===== config.mk =====
export PLATFORM = sky130hd
export DESIGN_NAME = ccptb_top
export DESIGN_NICKNAME = d
export VERILOG_FILES = /design/src/pkg/ccptb_pkg.sv /design/src/hw/ccptb_top.sv
export SDC_FILE = /design/constraint.sdc
export NUM_CORES = 1
export LEC_CHECK = 0
export BUFFER_PORTS_ARGS = -buffer_cell sky130_fd_sc_hd__buf_2
export CAP_MARGIN = 20
export CORE_ASPECT_RATIO = 1.25
export CORE_MARGIN = 1.5
export CORE_UTILIZATION = 60
export CTS_BUF_LIST = sky130_fd_sc_hd__clkbuf_4 sky130_fd_sc_hd__clkbuf_8
export DETAILED_ROUTE_END_ITERATION = 6
export PLACE_DENSITY = 0.85
export SYNTH_ARGS = -nofsm -noshare
export SYNTH_HDL_FRONTEND = slang
export SYNTH_SLANG_ARGS = --single-unit

===== constraint.sdc =====
create_clock -name i_core_clk -period 6.25 [get_ports i_core_clk]
set_clock_uncertainty 0.1 [all_clocks]
set_input_delay 0.3125 -clock i_core_clk [delete_from_list [all_inputs] [get_ports i_core_clk]]
set_output_delay 0.3125 -clock i_core_clk [all_outputs]
set_load 0.01 [all_outputs]

===== src/pkg/ccptb_pkg.sv =====
// package: register offsets, field positions, reset values, mode codes
// assumes: 8-bit register port, one instruction clock for the whole block
`default_nettype none
package ccptb_pkg;
    // ****************************************
    // register offsets
    // ****************************************
    localparam logic [7:0] ADDR_FLAGS_ONE = 8'h0C;
    localparam logic [7:0] ADDR_FLAGS_TWO = 8'h0D;
    localparam logic [7:0] ADDR_PT_COUNT = 8'h11;
    localparam logic [7:0] ADDR_PT_CONTROL = 8'h12;
    localparam logic [7:0] ADDR_CH1_LOW = 8'h15;
    localparam logic [7:0] ADDR_CH1_HIGH = 8'h16;
    localparam logic [7:0] ADDR_CH1_MODE = 8'h17;
    localparam logic [7:0] ADDR_CH2_LOW = 8'h1B;
    localparam logic [7:0] ADDR_CH2_HIGH = 8'h1C;
    localparam logic [7:0] ADDR_CH2_MODE = 8'h1D;
    localparam logic [7:0] ADDR_ENABLES_ONE = 8'h8C;
    localparam logic [7:0] ADDR_ENABLES_TWO = 8'h8D;
    localparam logic [7:0] ADDR_PERIOD_LIMIT = 8'h92;
    // ****************************************
    // fields and resets
    // ****************************************
    localparam int POSTSCALE_LSB = 3;
    localparam int PT_ON_BIT = 2;
    localparam int CH1_FLAG_BIT = 2;
    localparam int PT_FLAG_BIT = 1;
    localparam int CH2_FLAG_BIT = 0;
    localparam int DUTY_LSB = 4;
    localparam logic [6:0] PT_CONTROL_MASK = 7'h7F;
    localparam logic [5:0] MODE_MASK = 6'h3F;
    localparam logic [7:0] RESET_ZERO = 8'h00;
    localparam logic [7:0] RESET_PERIOD_LIMIT = 8'hFF;
    localparam logic [3:0] PRESCALE_4_LAST = 4'h3;
    localparam logic [3:0] PRESCALE_16_LAST = 4'hF;
    // ****************************************
    // channel modes
    // ****************************************
    localparam logic [3:0] MODE_OFF = 4'h0;
    localparam logic [3:0] MODE_CAP_FALL = 4'h4;
    localparam logic [3:0] MODE_CAP_RISE = 4'h5;
    localparam logic [3:0] MODE_CAP_RISE4 = 4'h6;
    localparam logic [3:0] MODE_CAP_RISE16 = 4'h7;
    localparam logic [3:0] MODE_CMP_SET = 4'h8;
    localparam logic [3:0] MODE_CMP_CLEAR = 4'h9;
    localparam logic [3:0] MODE_CMP_SOFT = 4'hA;
    localparam logic [3:0] MODE_CMP_TRIGGER = 4'hB;
    typedef enum logic [1:0] {
        CCPTB_IDLE, CCPTB_CAPTURE, CCPTB_COMPARE, CCPTB_PWM
    } ccptb_kind_type;
endpackage : ccptb_pkg
`default_nettype wire


===== src/hw/ccptb_top.sv =====
// holds: two capture/compare/pwm channels and the 8-bit period timer
// assumes: wide timer lives outside; pins arrive asynchronous to the clock
`default_nettype none
module ccptb_top
    import ccptb_pkg::*;
(
    input wire logic i_core_clk,
    input wire logic i_nrst,
    input wire logic [7:0] i_addr,
    input wire logic [7:0] i_wdata,
    input wire logic i_wr,
    input wire logic i_rd,
    output logic [7:0] o_rdata,
    input wire logic [15:0] i_wide_timer,
    input wire logic i_adc_enabled,
    input wire logic [1:0] i_channel_pin,
    output logic [1:0] o_channel_out,
    output logic o_wide_timer_reset,
    output logic o_adc_start,
    output logic o_period_match,
    output logic o_irq_request
);
    // ****************************************
    // register file
    // ****************************************
    logic [7:0] period_timer_count;
    logic [6:0] period_timer_control;
    logic [7:0] period_limit;
    logic [7:0] peripheral_flags_one;
    logic [7:0] peripheral_enables_one;
    logic peripheral_flags_two;
    logic peripheral_enables_two;
    logic [5:0] ch_mode [2];
    logic [7:0] ch_low [2];
    logic [7:0] ch_high [2];
    logic [1:0] ch_event;
    logic [1:0] ch_cap;
    logic pt_tick;
    logic pt_match;
    logic post_done;
    logic [3:0] pre_cnt;
    logic [3:0] post_cnt;
    logic [3:0] pre_last;
    logic [9:0] pwm_base;
    logic wr_count;
    logic wr_control;

    assign wr_count = i_wr && (i_addr == ADDR_PT_COUNT);
    assign wr_control = i_wr && (i_addr == ADDR_PT_CONTROL);

    always_ff @(posedge i_core_clk or negedge i_nrst) begin
        if (!i_nrst) begin
            period_timer_control <= RESET_ZERO[6:0];
            period_limit <= RESET_PERIOD_LIMIT;
            peripheral_enables_one <= RESET_ZERO;
            peripheral_enables_two <= 1'b0;
        end else if (i_wr) begin
            case (i_addr)
                ADDR_PT_CONTROL: period_timer_control <= i_wdata[6:0]
                    & PT_CONTROL_MASK;
                ADDR_PERIOD_LIMIT: period_limit <= i_wdata;
                ADDR_ENABLES_ONE: peripheral_enables_one <= i_wdata;
                ADDR_ENABLES_TWO: peripheral_enables_two <= i_wdata[0];
                default: ;
            endcase
        end
    end

    // hardware set wins over a software write in the same cycle
    always_ff @(posedge i_core_clk or negedge i_nrst) begin
        if (!i_nrst) begin
            peripheral_flags_one <= RESET_ZERO;
            peripheral_flags_two <= 1'b0;
        end else begin
            if (i_wr && i_addr == ADDR_FLAGS_ONE) begin
                peripheral_flags_one <= i_wdata;
            end
            if (i_wr && i_addr == ADDR_FLAGS_TWO) begin
                peripheral_flags_two <= i_wdata[0];
            end
            if (pt_match && post_done) begin
                peripheral_flags_one[PT_FLAG_BIT] <= 1'b1;
            end
            if (ch_event[0]) begin
                peripheral_flags_one[CH1_FLAG_BIT] <= 1'b1;
            end
            if (ch_event[1]) begin
                peripheral_flags_two <= 1'b1;
            end
        end
    end

    assign o_irq_request = |(peripheral_flags_one & peripheral_enables_one)
        | (peripheral_flags_two & peripheral_enables_two);

    // ****************************************
    // period timer
    // ****************************************
    always_comb begin
        case (period_timer_control[1:0])
            2'b00: pre_last = 4'h0;
            2'b01: pre_last = PRESCALE_4_LAST;
            default: pre_last = PRESCALE_16_LAST;
        endcase
    end

    assign pt_tick = period_timer_control[PT_ON_BIT] && (pre_cnt == pre_last);
    assign pt_match = pt_tick && (period_timer_count == period_limit);
    assign post_done = (post_cnt == period_timer_control[6:POSTSCALE_LSB]);
    assign o_period_match = pt_match;

    always_ff @(posedge i_core_clk or negedge i_nrst) begin
        if (!i_nrst) begin
            pre_cnt <= 4'h0;
        end else if (wr_count || wr_control) begin
            pre_cnt <= 4'h0;
        end else if (period_timer_control[PT_ON_BIT]) begin
            pre_cnt <= pt_tick ? 4'h0 : pre_cnt + 4'h1;
        end
    end

    always_ff @(posedge i_core_clk or negedge i_nrst) begin
        if (!i_nrst) begin
            post_cnt <= 4'h0;
        end else if (wr_count || wr_control) begin
            post_cnt <= 4'h0;
        end else if (pt_match) begin
            post_cnt <= post_done ? 4'h0 : post_cnt + 4'h1;
        end
    end

    // control writes do not touch the count
    always_ff @(posedge i_core_clk or negedge i_nrst) begin
        if (!i_nrst) begin
            period_timer_count <= RESET_ZERO;
        end else if (wr_count) begin
            period_timer_count <= i_wdata;
        end else if (pt_match) begin
            period_timer_count <= RESET_ZERO;
        end else if (pt_tick) begin
            period_timer_count <= period_timer_count + 8'h01;
        end
    end

    // 10-bit pwm base: count plus prescaler bits; shared by both
    assign pwm_base = {period_timer_count, pre_cnt[3:2]};

    // ****************************************
    // channels
    // ****************************************
    genvar g;
    generate
        for (g = 0; g < 2; g++) begin : gen_ch
            logic pin_meta;
            logic pin_sync;
            logic pin_prev;
            logic rise;
            logic fall;
            logic [3:0] edge_cnt;
            logic [3:0] mode;
            logic [9:0] duty_shadow;
            logic out;
            logic cmp_hit;
            ccptb_kind_type kind;

            assign mode = ch_mode[g][3:0];
            always_comb begin
                case (mode[3:2])
                    2'b00: kind = CCPTB_IDLE;
                    2'b01: kind = CCPTB_CAPTURE;
                    2'b10: kind = CCPTB_COMPARE;
                    2'b11: kind = CCPTB_PWM;
                    default: kind = CCPTB_IDLE;
                endcase
            end

            always_ff @(posedge i_core_clk or negedge i_nrst) begin
                if (!i_nrst) begin
                    pin_meta <= 1'b0;
                    pin_sync <= 1'b0;
                    pin_prev <= 1'b0;
                end else begin
                    pin_meta <= i_channel_pin[g];
                    pin_sync <= pin_meta;
                    pin_prev <= pin_sync;
                end
            end
            assign rise = pin_sync && !pin_prev;
            assign fall = !pin_sync && pin_prev;

            // prescale change inside capture keeps the count
            always_ff @(posedge i_core_clk or negedge i_nrst) begin
                if (!i_nrst) begin
                    edge_cnt <= 4'h0;
                end else if (kind != CCPTB_CAPTURE) begin
                    edge_cnt <= 4'h0;
                end else if (rise) begin
                    edge_cnt <= edge_cnt + 4'h1;
                end
            end

            always_comb begin
                ch_cap[g] = 1'b0;
                case (mode)
                    MODE_CAP_FALL: ch_cap[g] = fall;
                    MODE_CAP_RISE: ch_cap[g] = rise;
                    MODE_CAP_RISE4: ch_cap[g] = rise
                        && (edge_cnt[1:0] == PRESCALE_4_LAST[1:0]);
                    MODE_CAP_RISE16: ch_cap[g] = rise
                        && (edge_cnt == PRESCALE_16_LAST);
                    default: ch_cap[g] = 1'b0;
                endcase
            end

            assign cmp_hit = (kind == CCPTB_COMPARE)
                && (i_wide_timer == {ch_high[g], ch_low[g]});
            // match on every cycle the values agree; flag is sticky anyway
            assign ch_event[g] = ch_cap[g] || cmp_hit;

            always_ff @(posedge i_core_clk or negedge i_nrst) begin
                if (!i_nrst) begin
                    out <= 1'b0;
                    duty_shadow <= 10'h000;
                end else if (kind == CCPTB_IDLE) begin
                    out <= 1'b0;
                end else if (kind == CCPTB_COMPARE) begin
                    if (cmp_hit && mode == MODE_CMP_SET) begin
                        out <= 1'b1;
                    end else if (cmp_hit && mode == MODE_CMP_CLEAR) begin
                        out <= 1'b0;
                    end
                end else if (kind == CCPTB_PWM) begin
                    if (pt_match) begin
                        duty_shadow <= {ch_low[g], ch_mode[g][5:4]};
                        out <= ({ch_low[g], ch_mode[g][5:4]} != 10'h000);
                    end else if (pwm_base == duty_shadow) begin
                        out <= 1'b0;
                    end
                end
            end
            assign o_channel_out[g] = out;
        end
    endgenerate

    // ****************************************
    // value and mode registers
    // ****************************************
    always_ff @(posedge i_core_clk or negedge i_nrst) begin
        if (!i_nrst) begin
            for (int k = 0; k < 2; k++) begin
                ch_mode[k] <= RESET_ZERO[5:0];
                ch_low[k] <= RESET_ZERO;
                ch_high[k] <= RESET_ZERO;
            end
        end else begin
            for (int k = 0; k < 2; k++) begin
                if (i_wr && i_addr == (k == 0 ? ADDR_CH1_MODE
                        : ADDR_CH2_MODE)) begin
                    ch_mode[k] <= i_wdata[5:0] & MODE_MASK;
                end
                if (i_wr && i_addr == (k == 0 ? ADDR_CH1_LOW
                        : ADDR_CH2_LOW)) begin
                    ch_low[k] <= i_wdata;
                end
                if (i_wr && i_addr == (k == 0 ? ADDR_CH1_HIGH
                        : ADDR_CH2_HIGH) && ch_mode[k][3:2] != 2'b11) begin
                    ch_high[k] <= i_wdata;
                end
                if (ch_cap[k]) begin
                    ch_high[k] <= i_wide_timer[15:8];
                    ch_low[k] <= i_wide_timer[7:0];
                end
                if (ch_mode[k][3:2] == 2'b11 && pt_match) begin
                    ch_high[k] <= ch_low[k];
                end
            end
        end
    end

    // ****************************************
    // special event trigger
    // ****************************************
    always_ff @(posedge i_core_clk or negedge i_nrst) begin
        if (!i_nrst) begin
            o_wide_timer_reset <= 1'b0;
            o_adc_start <= 1'b0;
        end else begin
            o_wide_timer_reset <= (gen_ch[0].cmp_hit
                && ch_mode[0][3:0] == MODE_CMP_TRIGGER)
                || (gen_ch[1].cmp_hit
                && ch_mode[1][3:0] == MODE_CMP_TRIGGER);
            o_adc_start <= gen_ch[1].cmp_hit && i_adc_enabled
                && ch_mode[1][3:0] == MODE_CMP_TRIGGER;
        end
    end

    // ****************************************
    // read port
    // ****************************************
    always_ff @(posedge i_core_clk or negedge i_nrst) begin
        if (!i_nrst) begin
            o_rdata <= RESET_ZERO;
        end else if (i_rd) begin
            case (i_addr)
                ADDR_FLAGS_ONE: o_rdata <= peripheral_flags_one;
                ADDR_FLAGS_TWO: o_rdata <= {7'h00, peripheral_flags_two};
                ADDR_PT_COUNT: o_rdata <= period_timer_count;
                ADDR_PT_CONTROL: o_rdata <= {1'b0, period_timer_control};
                ADDR_PERIOD_LIMIT: o_rdata <= period_limit;
                ADDR_ENABLES_ONE: o_rdata <= peripheral_enables_one;
                ADDR_ENABLES_TWO: o_rdata <= {7'h00, peripheral_enables_two};
                ADDR_CH1_LOW: o_rdata <= ch_low[0];
                ADDR_CH1_HIGH: o_rdata <= ch_high[0];
                ADDR_CH1_MODE: o_rdata <= {2'b00, ch_mode[0]};
                ADDR_CH2_LOW: o_rdata <= ch_low[1];
                ADDR_CH2_HIGH: o_rdata <= ch_high[1];
                ADDR_CH2_MODE: o_rdata <= {2'b00, ch_mode[1]};
                default: o_rdata <= RESET_ZERO;
            endcase
        end else begin
            o_rdata <= RESET_ZERO;
        end
    end
endmodule // ccptb_top
`default_nettype wire


**Word level (Yosys, flattened, before mapping)**

Cells that the tools add are included.

- Register bits: 139
- Bits of input ports: 39
- Output and inout port bits: 14
- Word-level logic and storage cells: 223

- Add/subtract/negate cells: 5
- Equality and inequality tests: 55
- Mux-type cells: 49
- Bitwise gates (word level): 7
- Reduce and logical (&&, ||, !) cells: 75

Operators by type and width:

| cell | number |
|---|---|
| two-way mux 8 bit | 14 |
| one-hot mux 8 bit (13 select lines) | 1 |
| == test 8 x 5 -> 1 bit (second input constant) | 8 |
| two-way mux 4 bit | 10 |
| logical AND 1 bit | 35 |
| == test 16 bit | 2 |
| == test 4 x 3 -> 1 bit (second input constant) | 8 |
| == test 4 bit (second input constant) | 8 |
| == test 8 bit (second input constant) | 3 |
| == test 10 bit | 2 |
| == test 2 bit (second input constant) | 10 |
| nonzero test 10 bit | 2 |
| two-way mux 1 bit | 18 |
| nonzero test 2 bit | 9 |
| adder 4 x 1 -> 4 bit (second input constant) | 4 |
| == test 8 x 4 -> 1 bit (second input constant) | 2 |
| one-hot mux 2 bit (4 select lines) | 2 |
| nonzero test 3 bit | 5 |
| zero test 2 bit | 5 |
| adder 8 x 1 -> 8 bit (second input constant) | 1 |
| AND 8 bit | 1 |
| == test 4 bit | 2 |
| == test 8 bit | 1 |
| inequality test 4 x 1 -> 1 bit (second input constant) | 2 |
| 16 further kinds | 36 |

**Longest topological paths before layout**

Gate-level depths: netlist of the first run.

- Word-level depth: 9
- Mapped depth: 10
- Gate-level depth less buffers: 7

**Least setup slack after synthesis of the first run**

OpenSTA, ideal clock, no wires.

- Kind: register to register
- From: register period_timer_count[3]
- To: register gen_ch[1].duty_shadow[6]
- Setup time: 0.128 ns
- Arrival time: 1.919 ns
- Required time: 6.022 ns
- Slack: 4.104 ns
- Stages on the path, launching flop included: 9
- Period minus slack after synthesis: 2.146 ns
- Cell sequence: dfrtp_1 buf_2 xor2_1 nor4_4 nand3_2 buf_6 nor2_8 buf_6 mux2_1

- Cells in the longest elaborated chain, start to end: 3

RTL lines:

| item | RTL line | RTL |
|---|---|---|
| start, declared | ccptb_top.sv:26 | `logic [7:0] period_timer_count;` |
| start signal, assigned | ccptb_top.sv:137 | `period_timer_count <= i_wdata;` |
| start signal, assigned | ccptb_top.sv:141 | `period_timer_count <= period_timer_count + 8'h01;` |
| == test 8 bit | ccptb_top.sv:108 | `assign pt_match = pt_tick && (period_timer_count == period_limit);` |
| logical AND 1 bit | ccptb_top.sv:108 |  |
| AND reduction 4 bit (no line) | n/a |  |
| end signal, assigned | ccptb_top.sv:234 | `duty_shadow <= {ch_low[g], ch_mode[g][5:4]};` |
| end, declared | ccptb_top.sv:161 | `logic [9:0] duty_shadow;` |

No other way between the ends.
A chain may end at the register's enable or synchronous reset.

**Worst setup path after layout of the first run**

- From: register period_timer_control[1]
- To: output port o_period_match

- Cells in the longest elaborated chain, start to end: 5
- Elaborated cells between the ends (all ways): 6

RTL lines:

| item | RTL line | RTL |
|---|---|---|
| start, declared | ccptb_top.sv:27 | `logic [6:0] period_timer_control;` |
| start signal, assigned | ccptb_top.sv:53 | `period_timer_control <= RESET_ZERO[6:0];` |
| start signal, assigned | ccptb_top.sv:59 | `ADDR_PT_CONTROL: period_timer_control <= i_wdata[6:0]` |
| == test 2 x 1 -> 1 bit or zero test 2 bit (tied branches) | ccptb_top.sv:100 | `case (period_timer_control[1:0])` |
| one-hot mux 4 bit (2 select lines) (*) | ccptb_top.sv:100 |  |
| == test 4 bit (*) | ccptb_top.sv:107 | `assign pt_tick = period_timer_control[PT_ON_BIT] && (pre_cnt == pre_last);` |
| logical AND 1 bit (*) | ccptb_top.sv:107 |  |
| logical AND 1 bit (*) | ccptb_top.sv:108 |  |
| end, declared | ccptb_top.sv:20 | `output logic o_period_match,` |

Mark *: on every way between the ends. The rest lies on a longest branch, timed or not.

==> impl_results.md, run 1 <==
* Sw Ratio at 32.7%
* Commonest non-fill, non-tap cell in the layout: dfrtp_1
* Avg Vias per Cell at 6.57
* Vias in the first global route at between 6000 and 7000
* Net count, final at 842
* Starting density of the core at 61.8%
* Post-CTS Hold Fix Bufs at 4
* Worst Tran Pin Value at 0.932 ns
* Most frequent cells in the layout: dfrtp_1, nor2_1, mux2_2, xor2_1, buf_2
* Synth Area in Compound Gates at 11.4%
* First-pass GRT wire length at 35100 µm
* Place WS at 3.63 ns
* Fin. max-slew vios at 0
* Hold path cells at 3
* Mux cell area share after synthesis at between 10 and 15%
* Switch Pwr at 784 µW
* Wire per inst at 23.6 µm
* Post-synth EDFFs at 0
* Total track usage at about a third
* TritonCTS buffer count at 17
* Reg power frac at approximately half
* Fraction of layout instances using a drive strength above 1 at 21.4%
* Area contributors post-synth: dfrtp_1, mux2_2, xor2_1, mux2i_1, nor2_1
* Worst R2R Path Depth at 5
* DRC at 0
* Clock sink count at ~140
* P&R area growth vs syn at 9.48%
* Tmin final at just under 3 ns
* Placeable Area at 0.0127 mm²
* Vias at 6428
* Post-CTS Setup Repair Bufs at 0
* Post-Syn Area per Cell at roughly 10 µm²
* Setup_tns at 0 ns
* Inserted Diodes at 0
* H-tree depth reported by CTS at 4
* HPWL Detailed at 16400 µm
* Worst skew pair latency at 0.48 ns
* Die Ht at between 100 and 150 µm
* VDD IR max at 0.216 mV
* Int Power at 1.61 mW
* Nature of the critical path startpoint: flip-flop
* Final Hold Fails at 0
* RSZ-0062 raised after global routing: false
* Worst reg2reg setup slack at 3.59 ns
* Library cells used by synthesis at just over 70
* Main combinational cell family by area after synthesis: simple AND/OR/NAND/NOR gates
* Top-Level Pins at 53
* CTS tree: yes
* Max-cap violations at 0
* Seq/Total Area, Yosys at 44.4%
* Post-cts sizing count at 0
* Die outline area at 0.0138 mm²
* Seq cells post-synth at between 100 and 150
* Critical Path Fanout Max at 11
* Synth Instances at 763
* Pwr per Cell Area at 279 mW/mm²
* Largest area contributor in the synthesized netlist: dfrtp_1
* Clock network fraction of total power at 32.2%
* Synthesized area at approximately 0.008 mm²
* Root Driver: clkbuf_8
* Yosys warns at 0
* Post-synthesis adder-cell area fraction at less than 1%
* Crit end category: output port
* 1st-pass router iterations at 5
* Post-Route WL at ~23000 µm
* Worst Slack Setup Final at roughly 3.3 ns
* Congestion Overflow GR at 0
* Hold Crit Class: in2reg
* Simple-gate portion of the synthesized area at 17.4%
* GP Congestion at ~1.0
* Maximum clock rate at 339 MHz
* XOR/XNOR Fraction of Synth Area at 8.03%
* Die W at 105 µm
* Fin crit share at approximately 47%
* Crit path kind: reg2out
* Final setup viols at 0
* PortBufs at 52
* Antenna violations before repair at 0
* Worst path required time at 5.84 ns
* Leak Pwr at 3.95 nW
* Status: completed
* Syn nets at 807
* Num rows at 46
* Async SR Flop Fraction at 100%
* Slew HR at 37.8%
* Power share of the combinational group at 16.9%
* Clk slew on worst S/H paths at 0.09 ns
* Clock tree buffer depth at 2
* Initial DRC Count at 538
* Critical Path AT at roughly 2.5 ns
* Largest net degree at the start of global routing at 74
* Ys flop type: dfrtp_1
* Synth top area share at around two fifths
* Remaining antenna violation count at 0
-- Yosys cell counts, drive strengths merged (17+ instances only) --
cell type,n
buf,23
nor3,21
a21oi,38
clkbuf,19
o21ai,35
nor2,74
xnor2,17
dfrtp,131
mux2i,41
xor2,55
mux2,68
nand3,23
nand2,52
-- power by group through the flow --
stage | combinational, mW | sequential, mW | clock [mW]
3_5_place_dp | 0.395 | 1.22 | 0
6_report | 0.405 | 1.22 | 0.773
2_1_floorplan | 0.325 | 1.11 | 0
5_1_grt | 0.452 | 1.22 | 0.812
4_1_cts | 0.402 | 1.21 | 0.776
3_3_place_gp | 0.378 | 1.21 | 0
-- worst max-delay path, cell delays in order (launching register included) --
cell and delay (ns):
dfrtp_1 0.46, nor4_2 0.37, o221a_2 0.42, nand3_2 0.35, inv_2 0.29, buf_2 0.17
-- final timing paths --
| path | from | end |
|---|---|---|
| worst max-delay path | period_timer_control[1] | o_period_match |
| worst min-delay path | i_wide_timer[6] | ch_low[14] |
| worst max register to register | period_timer_control[1] | gen_ch[1].duty_shadow[2] |
| worst min register to register | gen_ch[0].pin_meta | gen_ch[0].pin_sync |
| max in group asynchronous | i_nrst | gen_ch[1].pin_prev |
| min in group asynchronous | i_nrst | period_timer_count[6] |
-- stage by stage --
stage | hold slack (ns) | cell area [µm²] | util, % | instances | power, mW
2_1_floorplan | -0.0831 | 7860 | - | 763 | 1.43
3_3_place_gp | 0.234 | 8140 | 64.0 | 943 | 1.59
3_5_place_dp | 0.236 | 8140 | 64.0 | 943 | 1.62
4_1_cts | 0.0510 | 8600 | 67.6 | 978 | 2.38
5_1_grt | 0.0595 | 8600 | 67.6 | 978 | 2.49
6_report | 0.0604 | 8600 | 67.6 | 978 | 2.40
-- flip-flops by register name (all words and copies together) (netlist names), 12 cells and up --
| signal | flops |
|---|---|
| gen_ch.duty_shadow | 20 |
| ch_high | 16 |
| ch_low | 16 |
| ch_mode | 12 |
-- layer usage --
layer / wire [µm] / part of all wire [%] / GRT usage (%) / vias up
li1: - / - / - / 2836
met1: 8950 / 39 / 42.9 / 3148
met2: 10900 / 47 / 55.9 / 353
met3: 1850 / 8.0 / 7.09 / 91
met4: 1350 / 5.9 / 23.1 / 0
met5: 0 / 0 / 0 / -
-- cells by family after synthesis --
logic type | count (synthesis)
AOI/OAI and AO/OA | 139
xor gates and xnor gates | 72
adders and majority gates | 5
buffers and inverters | 49
DFF | 139
muxes | 109
and+or+nand+nor | 250
-- layout make-up --
type	count	area, µm²
Timing Repair Buffer	58	322
Clock buffer	21	277
Fill cell	1002	4120
Tap cell	168	210
Inverter	7	26.3
Sequential cell	139	3490
Clock inverter	10	141
Multi-Input combinational cell	575	4140
Power figures use the tool's default switching activity.
==> run 2: changes to the inputs <==
- CORE_UTILIZATION: 60 -> 57
- clock period: 6.25 -> 2.7 ns (I/O delays scaled with it)
==> run 2 against run 1 <==
First-iteration DRC count is 27% higher. Critical path depth rose by 1. Clock power rose by 140%. Die area grew 5.1%. Non-clock buffer count increased by 40. Register-to-register slack worse by 3.2 ns. Power grew 140%. Core utilization decreased by 0.32 points. Cell area is 4.5% higher. Critical endpoint unchanged. Largest cell class unchanged. Largest power group unchanged.
==> impl_results.md, run 2 (same netlist as run 1, synthesis figures left out) <==
* Status: completed
* First-pass GRT wire length at 36400 µm (+3.7%)
* Net count, final at 882 (+4.8%)
* Total track usage at 34.3% (-0.51 points)
* Most frequent cells in the layout: dfrtp_1, nor2_1, mux2_2, xor2_1, buf_2
* Clk slew on worst S/H paths at 0.08 ns (about the same)
* Met2 Resource Use GR at 54.2% (-1.7 points)
* Die W at 108 µm (+2.5%)
* DRC at 0 (unchanged)
* RSZ-0062 raised after global routing: false
* Slowest stage delay, CP at 0.44 ns (-0.02 ns)
* HPWL Detailed at 16300 µm (-0.93%)
* GP Congestion at 1.03 (+3.2%)
* Inserted Diodes at 0 (unchanged)
* VDD IR max at 0.467 mV (+120%)
* Slew HR at 38.0% (+0.21 points)
* Leak Pwr at 4.15 nW (+4.9%)
* Fraction of layout instances using a drive strength above 1 at 22.9% (+1.6 points)
* Tmin final at about 2.5 ns
* Commonest non-fill, non-tap cell in the layout: dfrtp_1
* RR Startpoint: period_timer_control[1]
* Fin. max-slew vios at 0 (unchanged)
* Nature of the critical path startpoint: flip-flop
* Fin crit share at 94.4%
* Top-Level Pins at 53 (unchanged)
* Worst path required time at 2.47 ns (-3.37 ns)
* Worst reg2reg setup slack at 0.36 ns (-3.23 ns)
* Setup_tns at 0 ns (unchanged)
* Remaining antenna violation count at 0 (unchanged)
* Clock sink count at 139 (unchanged)
* Post-Route WL at 23100 µm (+0.16%)
* Critical R2R Capture: gen_ch[1].duty_shadow[1]
* Critical Path Fanout Max at 10 (-1)
* Final Hold Fails at 0 (unchanged)
* Wire per inst at 22.6 µm (-4.2%)
* Die Ht at 134 µm (+2.5%)
* Worst skew pair latency at 0.47 ns (about the same)
* Largest registers: gen_ch.duty_shadow: 20 flops, ch_high: 16 flops, ch_low: 16 flops
* Worst Tran Pin Value at 0.929 ns (-0.00311 ns)
* Critical path depth at 6 (+1)
* Max-cap violations at 0 (unchanged)
* Critical Path AT at 2.31 ns (-0.23 ns)
* Crit end category: output port
* CP endpoint: o_period_match
* Hold Crit Class: in2reg
* Antenna violations before repair at 0 (unchanged)
* Top reg by flops: gen_ch.duty_shadow
* Avg Vias per Cell at 6.52 (-0.73%)
* Worst R2R Path Depth at 5 (unchanged)
* Crit path cell chain: nor4_2 -> o221a_2 -> nand3_2 -> inv_2 -> buf_4 -> buf_2
* Starting density of the core at 58.8% (-2.9 points)
* Pwr per Cell Area at 633 mW/mm² (+130%)
* Final setup viols at 0 (unchanged)
* Placeable Area at 0.0133 mm² (+4.9%)
* Setup crit start: period_timer_control[1]
* Maximum clock rate at 392 MHz
* Worst path slowest cell: dfrtp_1
* TritonCTS buffer count at 17 (unchanged)
* Crit path kind: reg2out
* PortBufs at 52 (unchanged)
* P&R area growth vs syn at 14.4%
* Vias in the first global route at 6578 (+3.7%)
* Max reg flops at 20 (unchanged)
* Clock tree buffer depth at 2 (unchanged)
* CTS tree: yes
* Met3 GRT Util at 6.95% (-0.14 points)
* Root Driver: clkbuf_8
* Congestion Overflow GR at 0 (unchanged)
* Worst Slack Setup Final at 0.152 ns (-3.15 ns)
* Largest net degree at the start of global routing at 78 (+5.4%)
* WP buf/inv at 3 (+1)
* Vias at 6668 (+3.7%)
* Post-CTS Setup Repair Bufs at 0 (unchanged)
* Place WS at 0.388 ns (-3.24 ns)
* Initial DRC Count at 681 (+27%)
* Busiest grt layer: met2
* Delay-heaviest family, CP: simple AND/OR/NAND/NOR gates
* 1st-pass router iterations at 6 (+1)
* H-tree depth reported by CTS at 4 (unchanged)
* Num rows at 47 (+2.2%)
* Die outline area at 0.0145 mm² (+5.1%)
* Met1 usage at 42.5% (-0.49 points)
## run 2: worst min-delay path by stage
stage               start                     to  slack (ns)  cells past startpoint
2_1_floorplan      i_nrst             ch_high[0]       -0.26                      0
3_3_place_gp       i_nrst     gen_ch[0].pin_meta        0.10                      1
3_5_place_dp       i_nrst     gen_ch[0].pin_meta        0.11                      1
4_1_cts        i_wdata[5]  period_timer_count[5]      0.0002                      3
5_1_grt        i_wdata[5]  period_timer_count[5]        0.03                      3
6_report       i_wdata[5]  period_timer_count[5]        0.02                      3
## run 2: area by class of cell
| cell class | instances | area [µm²] |
|---|---|---|
| multi-input cells | 575 | 4140 |
| flip-flops and latches | 139 | 3490 |
| inverters | 7 | 26.3 |
| well taps | 171 | 214 |
| repair buffers | 98 | 682 |
| fillers | 960 | 4370 |
| clock inverters | 14 | 195 |
| clock buffers | 18 | 241 |
## run 2: report_power, final
| group | total, mW | leakage (nW) | switching (mW) | internal [mW] |
|---|---|---|---|---|
| combinational | 1.09 | 2.20 | 0.594 | 0.499 |
| clock | 1.87 | 0.220 | 0.851 | 1.02 |
| sequential | 2.72 | 1.73 | 0.404 | 2.32 |
| total | 5.68 | 4.15 | 1.85 | 3.83 |
## run 2: repair_timing
| action | CTS | global route |
|---|---|---|
| hold buffers | 23 | 0 |
| endpoints found under the hold margin | 110 | 0 |
| resized for setup | 0 | 0 |
## run 2: per-stage QoR
stage,std cells,total power [mW],cell area (µm²),utilization [%],hold slack (ns)
after CTS,1022,5.64,8980,67.3,0.000158
final,1022,5.68,8980,67.3,0.0220
after detailed placement,967,3.78,8320,62.3,0.106
after global routing,1022,5.90,8980,67.3,0.0283
after floorplan,763,3.32,7860,-,-0.261
after global placement,967,3.74,8320,62.3,0.101
## run 2: layer usage
metal / wire [µm] / up-vias / share of wire [%]
met5: 0 / - / 0
met4: 1530 / 0 / 6.6
met3: 2060 / 110 / 8.9
met2: 11100 / 431 / 48
met1: 8430 / 3207 / 36
li1: - / 2920 / -
## run 2: worst register-to-register path: stages, from the launching register on
cell     delay (ns)
dfrtp_1        0.44
nor4_2         0.33
o221a_2        0.39
nand3_2        0.21
nor2_8         0.38
mux2_2         0.38
